File: config.mk
export PLATFORM = sky130hd
export DESIGN_NAME = gpio_two_bank_config
export DESIGN_NICKNAME = d
export VERILOG_FILES = /design/src/verilog/gpio_pkg.sv /design/src/verilog/gpio_pin_bank.sv /design/src/verilog/gpio_two_bank_config.sv
export SDC_FILE = /design/constraint.sdc
export NUM_CORES = 1
export LEC_CHECK = 0
export BUFFER_PORTS_ARGS = -buffer_cell sky130_fd_sc_hd__buf_2
export CORE_MARGIN = 10
export CORE_UTILIZATION = 40
export DETAILED_ROUTE_END_ITERATION = 7
export PLACE_DENSITY = 0.77
export SETUP_SLACK_MARGIN = 0.3
export SLEW_MARGIN = 20
export SYNTH_ARGS = -nofsm -noshare
export SYNTH_HDL_FRONTEND = slang
export SYNTH_SLANG_ARGS = --single-unit
File: constraint.sdc
create_clock -name aclk -period 1.5 [get_ports aclk]
set_input_delay 0.15 -clock aclk [delete_from_list [all_inputs] [get_ports aclk]]
set_output_delay 0.15 -clock aclk [all_outputs]
set_load 0.005 [all_outputs]
File: src/verilog/gpio_pkg.sv
// package: register map, field layout and reset values of the two-bank gpio block
package gpio_pkg;

    localparam int unsigned NUM_BANKS      = 2;
    localparam int unsigned PINS_PER_BANK  = 8;

    // byte offsets on the register bus
    localparam logic [3:0]  OFS_BANK_FIRST  = 4'h0;
    localparam logic [3:0]  OFS_BANK_SECOND = 4'h4;

    // field positions inside a bank control word, one bit per pin in each byte
    localparam int unsigned FLD_FUNC_LSB    = 24;
    localparam int unsigned FLD_DIR_LSB     = 16;
    localparam int unsigned FLD_SPEC_LSB    = 8;
    localparam int unsigned FLD_DATA_LSB    = 0;

    // bit positions of named lines
    localparam int unsigned ACTIVITY_LED_BIT = 6;
    localparam int unsigned SPARE_HOST_BIT   = 5;

    // serial lines of the first bank start in special function (func select = 1)
    localparam logic [7:0]  FIRST_FUNC_RST  = 8'hef;
    localparam logic [7:0]  FIRST_DIR_RST   = 8'he0;
    localparam logic [7:0]  FIRST_DATA_RST  = 8'hff;
    // second bank: led line is a gpio output, led off (high)
    localparam logic [7:0]  SECOND_FUNC_RST = 8'h00;
    localparam logic [7:0]  SECOND_DIR_RST  = 8'h40;
    localparam logic [7:0]  SECOND_SPEC_RST = 8'h00;
    localparam logic [7:0]  SECOND_DATA_RST = 8'h40;

    // axi response codes
    localparam logic [1:0]  RESP_OKAY       = 2'h0;
    localparam logic [1:0]  RESP_SLVERR     = 2'h2;

    // one bank's configuration travels as a packed struct
    typedef struct packed {
        logic [7:0] func_sel;
        logic [7:0] dir;
        logic [7:0] spec;
        logic [7:0] data;
    } bank_cfg_type;

endpackage

File: src/verilog/gpio_pin_bank.sv
// one bank of eight pins: output drive, enables and input sampling
`timescale 1ns/1ns
module gpio_pin_bank
    import gpio_pkg::*;
#(
    parameter int unsigned WIDTH = 8
)
(
    input  wire logic             aclk,
    input  wire logic             aresetn,
    input  wire bank_cfg_type     cfg,
    input  wire logic [WIDTH-1:0] alt_out,
    input  wire logic [WIDTH-1:0] alt_oe,
    input  wire logic [WIDTH-1:0] pin_in,
    output logic      [WIDTH-1:0] pin_out,
    output logic      [WIDTH-1:0] pin_oe,
    output logic      [WIDTH-1:0] level_r
);

    logic [WIDTH-1:0] level_nxt;

    // per pin: gpio when func select is clear, peripheral function otherwise
    genvar i;
    generate
        for (i = 0; i < WIDTH; i++)
        begin : g_pin
            always_comb
            begin
                if (cfg.func_sel[i])
                begin
                    pin_out[i] = alt_out[i];
                    pin_oe[i]  = alt_oe[i];
                end
                else
                begin
                    pin_out[i] = cfg.data[i];
                    pin_oe[i]  = cfg.dir[i] & ~cfg.spec[i];
                end
            end
        end
    endgenerate

    // pin levels are registered once so reads see a stable value
    always_comb
    begin
        level_nxt = pin_in;
    end

    always_ff @(posedge aclk)
    begin
        if (!aresetn)
            level_r <= '0;
        else
            level_r <= level_nxt;
    end

endmodule

File: src/verilog/gpio_two_bank_config.sv
// top of the two-bank gpio block with its axi4-lite register slave
//
// Contract
// sixteen lines, two eight-pin banks, four bits each
// software clears all three bits for input
// software sets direction only for output
// data reads pin level, write drives outputs
// software read-modify-writes whole control word
// software leaves reserved lines untouched
// led line lit low, kept output
// led line defaults output, pulses on activity
// first bank serial lines default to serial
// spare host line free as gpio
// input pins ignore data writes externally
`timescale 1ns/1ns
module gpio_two_bank_config
    import gpio_pkg::*;
#(
    parameter int unsigned WIDTH = PINS_PER_BANK
)
(
    input  wire logic             aclk,
    input  wire logic             aresetn,
    // axi4-lite slave
    input  wire logic [3:0]       s_axi_awaddr,
    input  wire logic             s_axi_awvalid,
    output logic                  s_axi_awready,
    input  wire logic [31:0]      s_axi_wdata,
    input  wire logic [3:0]       s_axi_wstrb,
    input  wire logic             s_axi_wvalid,
    output logic                  s_axi_wready,
    output logic [1:0]            s_axi_bresp,
    output logic                  s_axi_bvalid,
    input  wire logic             s_axi_bready,
    input  wire logic [3:0]       s_axi_araddr,
    input  wire logic             s_axi_arvalid,
    output logic                  s_axi_arready,
    output logic [31:0]           s_axi_rdata,
    output logic [1:0]            s_axi_rresp,
    output logic                  s_axi_rvalid,
    input  wire logic             s_axi_rready,
    // peripheral side of the first bank (serial port)
    input  wire logic [WIDTH-1:0] serial_out,
    input  wire logic [WIDTH-1:0] serial_oe,
    // activity pulse from the network mac
    input  wire logic             net_activity,
    // header pins
    input  wire logic [WIDTH-1:0] first_pin_in,
    output logic      [WIDTH-1:0] first_pin_out,
    output logic      [WIDTH-1:0] first_pin_oe,
    input  wire logic [WIDTH-1:0] second_pin_in,
    output logic      [WIDTH-1:0] second_pin_out,
    output logic      [WIDTH-1:0] second_pin_oe,
    output logic                  activity_led_line_n
);

    ////////////////////////////////////////////////////////////////////////
    // register state

    bank_cfg_type     first_r,  first_nxt;
    bank_cfg_type     second_r, second_nxt;
    logic             led_auto_r, led_auto_nxt;
    logic [WIDTH-1:0] first_level, second_level;

    // byte-lane merge used by both bank writes
    function automatic logic [31:0] merge_word(input logic [31:0] old_w,
                                               input logic [31:0] new_w,
                                               input logic [3:0]  strb);
        logic [31:0] res;
        res = old_w;
        for (int b = 0; b < 4; b++)
            if (strb[b])
                res[b*8 +: 8] = new_w[b*8 +: 8];
        return res;
    endfunction

    ////////////////////////////////////////////////////////////////////////
    // write channel: address and data may arrive in either order

    logic       aw_held_r, aw_held_nxt;
    logic [3:0] aw_addr_r, aw_addr_nxt;
    logic       w_held_r,  w_held_nxt;
    logic [31:0] w_data_r, w_data_nxt;
    logic [3:0] w_strb_r,  w_strb_nxt;
    logic       bvalid_r,  bvalid_nxt;
    logic [1:0] bresp_r,   bresp_nxt;

    assign s_axi_awready = !aw_held_r && !bvalid_r;
    assign s_axi_wready  = !w_held_r  && !bvalid_r;
    assign s_axi_bvalid  = bvalid_r;
    assign s_axi_bresp   = bresp_r;

    // capture each half, commit once both are in and no response is pending
    always_comb
    begin
        aw_held_nxt = aw_held_r;
        aw_addr_nxt = aw_addr_r;
        w_held_nxt  = w_held_r;
        w_data_nxt  = w_data_r;
        w_strb_nxt  = w_strb_r;
        bvalid_nxt  = bvalid_r;
        bresp_nxt   = bresp_r;
        first_nxt   = first_r;
        second_nxt  = second_r;
        led_auto_nxt = led_auto_r;
        if (s_axi_awvalid && s_axi_awready)
        begin
            aw_held_nxt = 1'b1;
            aw_addr_nxt = s_axi_awaddr;
        end
        if (s_axi_wvalid && s_axi_wready)
        begin
            w_held_nxt = 1'b1;
            w_data_nxt = s_axi_wdata;
            w_strb_nxt = s_axi_wstrb;
        end
        if (aw_held_r && w_held_r)
        begin
            aw_held_nxt = 1'b0;
            w_held_nxt  = 1'b0;
            bvalid_nxt  = 1'b1;
            bresp_nxt   = RESP_OKAY;
            unique case (aw_addr_r)
                OFS_BANK_FIRST:
                begin
                    // first bank has no special-function byte, it reads zero
                    first_nxt      = merge_word(first_r, w_data_r, w_strb_r);
                    first_nxt.spec = '0;
                end
                OFS_BANK_SECOND:
                begin
                    second_nxt = merge_word(second_r, w_data_r, w_strb_r);
                    // any software write to the led bits hands the led to software
                    if (w_strb_r[0] || w_strb_r[3] || w_strb_r[2] || w_strb_r[1])
                        led_auto_nxt = 1'b0;
                end
                default:
                    bresp_nxt = RESP_SLVERR;
            endcase
        end
        if (bvalid_r && s_axi_bready)
            bvalid_nxt = 1'b0;
    end

    always_ff @(posedge aclk)
    begin
        if (!aresetn)
        begin
            aw_held_r  <= 1'b0;
            aw_addr_r  <= 4'h0;
            w_held_r   <= 1'b0;
            w_data_r   <= 32'h0000_0000;
            w_strb_r   <= 4'h0;
            bvalid_r   <= 1'b0;
            bresp_r    <= RESP_OKAY;
            first_r    <= '{FIRST_FUNC_RST, FIRST_DIR_RST, 8'h00, FIRST_DATA_RST};
            second_r   <= '{SECOND_FUNC_RST, SECOND_DIR_RST, SECOND_SPEC_RST,
                            SECOND_DATA_RST};
            led_auto_r <= 1'b1;
        end
        else
        begin
            aw_held_r  <= aw_held_nxt;
            aw_addr_r  <= aw_addr_nxt;
            w_held_r   <= w_held_nxt;
            w_data_r   <= w_data_nxt;
            w_strb_r   <= w_strb_nxt;
            bvalid_r   <= bvalid_nxt;
            bresp_r    <= bresp_nxt;
            first_r    <= first_nxt;
            second_r   <= second_nxt;
            led_auto_r <= led_auto_nxt;
        end
    end

    ////////////////////////////////////////////////////////////////////////
    // read channel: one cycle from address to data

    logic        rvalid_r, rvalid_nxt;
    logic [31:0] rdata_r,  rdata_nxt;
    logic [1:0]  rresp_r,  rresp_nxt;

    assign s_axi_arready = !rvalid_r;
    assign s_axi_rvalid  = rvalid_r;
    assign s_axi_rdata   = rdata_r;
    assign s_axi_rresp   = rresp_r;

    // data byte returns sampled pin levels, not the written latch
    always_comb
    begin
        rvalid_nxt = rvalid_r;
        rdata_nxt  = rdata_r;
        rresp_nxt  = rresp_r;
        if (s_axi_arvalid && s_axi_arready)
        begin
            rvalid_nxt = 1'b1;
            rresp_nxt  = RESP_OKAY;
            unique case (s_axi_araddr)
                OFS_BANK_FIRST:
                    rdata_nxt = {first_r.func_sel, first_r.dir, 8'h00, first_level};
                OFS_BANK_SECOND:
                    rdata_nxt = {second_r.func_sel, second_r.dir, second_r.spec,
                                 second_level};
                default:
                begin
                    rdata_nxt = 32'h0000_0000;
                    rresp_nxt = RESP_SLVERR;
                end
            endcase
        end
        else if (rvalid_r && s_axi_rready)
            rvalid_nxt = 1'b0;
    end

    always_ff @(posedge aclk)
    begin
        if (!aresetn)
        begin
            rvalid_r <= 1'b0;
            rdata_r  <= 32'h0000_0000;
            rresp_r  <= RESP_OKAY;
        end
        else
        begin
            rvalid_r <= rvalid_nxt;
            rdata_r  <= rdata_nxt;
            rresp_r  <= rresp_nxt;
        end
    end

    ////////////////////////////////////////////////////////////////////////
    // led: follows activity until software writes the second bank

    bank_cfg_type second_eff;

    // in auto mode the led data bit is low (lit) while activity is seen
    always_comb
    begin
        second_eff = second_r;
        if (led_auto_r)
            second_eff.data[ACTIVITY_LED_BIT] = ~net_activity;
    end

    ////////////////////////////////////////////////////////////////////////
    // pin banks

    gpio_pin_bank #(.WIDTH(WIDTH)) u_first (
        .aclk    (aclk),
        .aresetn (aresetn),
        .cfg     (first_r),
        .alt_out (serial_out),
        .alt_oe  (serial_oe),
        .pin_in  (first_pin_in),
        .pin_out (first_pin_out),
        .pin_oe  (first_pin_oe),
        .level_r (first_level)
    );

    gpio_pin_bank #(.WIDTH(WIDTH)) u_second (
        .aclk    (aclk),
        .aresetn (aresetn),
        .cfg     (second_eff),
        .alt_out ('0),
        .alt_oe  ('0),
        .pin_in  (second_pin_in),
        .pin_out (second_pin_out),
        .pin_oe  (second_pin_oe),
        .level_r (second_level)
    );

    // led lit when its line is driven low; dark whenever not driven as output
    assign activity_led_line_n = second_pin_oe[ACTIVITY_LED_BIT]
                               ? second_pin_out[ACTIVITY_LED_BIT] : 1'b1;

endmodule
==> run_results.csv <==
group,metric,value,unit
outcome,status,"finished with violations",
outcome,violations,"negative setup slack",
global_route,track_usage,0.202,
cts,clock_sinks,151,
critical_path,crit_path_max_fanout,4,
worst_hold_path,hold_path_class,"in2reg",
timing,period_share,1.00,
finish,syn2layout_area_growth,62.0,%
pwr,power.density,1030,nW/um^2
cts,cts_buffers,17,
route,wl,22.4,mm
placement,gp_congestion,0.856,
die,start_util,0.413,
cts,clkLatencyLatePin,0.42,ns
global_route,grt_pass1_wl,32.0,mm
timing,slew_viol_final,0,
cts,cts_tree,"done",
timing,setup-violations-final,1,
route,post_drt_wl_per_cell,20.3,um
yosys,synth_cell_type_count,33,
global_route,first_global_vias,5808,
route,antenna_left,0,
yosys,synth.yosys.seq_area_share,0.498,
placement,dpl_worst_slack,0.0755,ns
global_route,antenna_found_initial,0,
timing,whs,0.0198,ns
finish,final_layout_size_suffix_gt1_frac,0.479,
finish,antennaDiodeCount,0,
critical_path,end_kind,"output port",
critical_path,slowest_stage,"dfxtp_4",
yosys,synth_warnings,0,
critical_path,worstPathArrival,1.36,ns
die,io_pins,158,
pwr,static-leakage-power,4.21,nW
yosys,synth_cells,667,
placement,place_area,7100,sq um
cts,cts_buffer_depth,2,
finish,fin_nets,992,
global_route,grt_max_degree,59,
timing,max_freq,0.664,GHz
route,route.detailed.drc,0,
timing,hold_viol,0,
finish,fillers,1064,
critical_path,cpPeakStageDelay,0.37,ns
job,drv_cap,0,
route,drt-pass1-iter-count,5,
finish,final_util,0.669,
die,core,14700,sq um
die,num_rows,44,
timing,rsz0062_at_grt,"yes",
route,drt-vias-per-instance,5.36,
critical_path,critical_path_class,"reg2out",
timing,layout_min_cycle_time,1.51,ns
route,drt_first_iter_violations,341,
timing,finalWorstSetupSlack,-0.00528,ns
die,die_h,143,um
global_route,overflow,0,
cts,h-tree-depth,4,
critical_path,required,1.35,ns
pwr,ir_worst_vdd,0.000902,V
yosys,avgSynthCellArea,9.10,sq um
timing,skew,0.00743,ns
cts,clockRootBuffer,"clkbuf_16",
yosys,synth_seq_cells,151,
route,route.vias.total,5922,
pwr,power,10.2,mW
die,die_area,20500,sq um
die,die_x,143,um
finish,fin_area,9830,sq um
critical_path,critPathLaunchType,"flip-flop",
critical_path,path_cells,"a211oi_4, nand2b_1, buf_2",
placement,port_buffers,155,
placement,hpwl,13.1,mm
yosys,netlist_area,6070,sq um
cts,clk_pin_slew,0.06,ns
report_power, final:
group          leakage, nW  switching (mW)  internal (mW)
clock                0.288            1.64           2.70
sequential            1.25           0.141           4.13
combinational         2.67           0.732          0.810
total                 4.21            2.51           7.64
state kept, by name (all words and copies together) (netlist names), 4 cells and up:
register          cells
aw_addr_r             4
u_first.level_r       8
u_second.level_r      8
w_data_r             32
w_strb_r              4
second_eff           31
s_axi_rdata          32
first_r              24
worst paths after layout:
| path | from | endpoint | slack, ns | cells after the start |
|---|---|---|---|---|
| worst max-delay path | second_eff[30]$_SDFFE_PN0P_ | activity_led_line_n | -0.005 | 3 |
| worst min-delay path | s_axi_awaddr[0] | aw_addr_r[0]$_SDFFE_PN0P_ | 0.02 | 3 |
| worst min register to register | s_axi_rdata[10]$_SDFFE_PN0P_ | s_axi_rdata[10]$_SDFFE_PN0P_ | 0.45 | 2 |
| worst max register to register | w_held_r$_SDFFE_PP0P_ | w_data_r[13]$_SDFFE_PN0P_ | 0.02 | 6 |
what timing repair did:
item,in CTS,in global routing
hold buffers,57,0
pin swaps,37,37
setup endpoints to repair,130,166
gates resized for setup,199,110
endpoints found under the hold margin,57,0
cloned,6,7
setup buffers,16,9
critical path: cells and delay by family, from the launching register on:
kind	cells	cell delay, ns
DFF	1	0.37
and+or+nand+nor	1	0.18
buffers and inverters	1	0.13
AOI/OAI and AO/OA	1	0.26
synthesized netlist by cell type:
cell type / count / area share
clkbuf_1: 23 / 0.014
nand2_1: 148 / 0.092
a21oi_1: 48 / 0.040
or4b_4: 1 / 0.0023
conb_1: 1 / 0.00062
buf_4: 6 / 0.0074
and4_2: 4 / 0.0066
o311ai_1: 7 / 0.010
a211oi_1: 27 / 0.033
dfxtp_1: 151 / 0.50
nand4_1: 8 / 0.0082
mux2i_1: 77 / 0.13
and3b_1: 1 / 0.0014
buf_1: 4 / 0.0025
nor2b_1: 8 / 0.0082
nand3b_1: 1 / 0.0012
or3b_1: 1 / 0.0014
nand2b_1: 4 / 0.0041
nor3b_1: 8 / 0.0099
o21ai_2: 1 / 0.0014
nor2_1: 61 / 0.038
nor3_2: 1 / 0.0016
nor3b_2: 2 / 0.0041
o41ai_1: 2 / 0.0029
inv_1: 9 / 0.0056
and4b_1: 2 / 0.0033
buf_2: 16 / 0.013
clkinv_1: 1 / 0.00062
o21ai_0: 7 / 0.0058
buf_6: 3 / 0.0056
nand4_2: 1 / 0.0021
mux2_2: 17 / 0.032
and2_1: 16 / 0.016
layout make-up:
type / instances / area, sq um / area share
multi-input cells: 456 / 3510 / 0.358
flip-flops and latches: 151 / 3130 / 0.318
repair buffers: 272 / 2320 / 0.236
clock buffers: 24 / 472 / 0.0480
well taps: 184 / 230 / 0.0234
clock inverters: 8 / 121 / 0.0123
inverters: 10 / 37.5 / 0.00382
metal layers:
layer  wire length, um  GRT usage
met5                 0          0
met4               429     0.0662
met3              1790     0.0507
met2             11200      0.336
met1              9030      0.249
through the flow:
step,std cells,setup TNS (ns)
2_1_floorplan,668,0
3_3_place_gp,978,0
3_5_place_dp,978,0
4_1_cts,1089,0
5_1_grt,1105,-0.0551
6_report,1105,-0.00528
placed cells by master (no fill, tap or decap), types with 3 or more instances in the layout:
cell type / Yosys / final
clkinv_2: 0 / 3
dfxtp_2: 0 / 25
nor2_4: 0 / 4
nand2_2: 0 / 15
nor3b_4: 0 / 4
buf_12: 0 / 12
dfxtp_1: 151 / 106
inv_1: 9 / 9
a21oi_1: 48 / 11
nand2_1: 148 / 98
buf_2: 16 / 136
nand4_1: 8 / 8
bufinv_16: 0 / 3
o311ai_1: 7 / 6
clkbuf_16: 0 / 23
mux2_4: 0 / 16
a211oi_2: 0 / 3
a211oi_1: 27 / 23
nand2_4: 0 / 35
dfxtp_4: 0 / 20
a21oi_2: 0 / 37
nor3b_2: 2 / 6
and2_1: 16 / 16
and4_4: 0 / 4
clkbuf_1: 23 / 5
buf_4: 6 / 24
nor2b_4: 0 / 8
buf_6: 3 / 31
nand2b_1: 4 / 3
dlygate4sd3_1: 0 / 57
mux2i_1: 77 / 75
nor2_1: 61 / 57
buf_16: 0 / 5
o21ai_2: 1 / 6
cell families (layout without fill, tap and decap cells):
group                  count (synthesis)  count (layout)  share of synthesized area
other                                  1               2                   0.000618
muxes                                 94              94                      0.159
and+or+nand+nor                      267             268                      0.200
DFF                                  151             151                      0.498
buffers and inverters                 62             314                     0.0491
AOI/OAI and AO/OA                     92              92                     0.0932
Power figures use the tool's default switching activity.
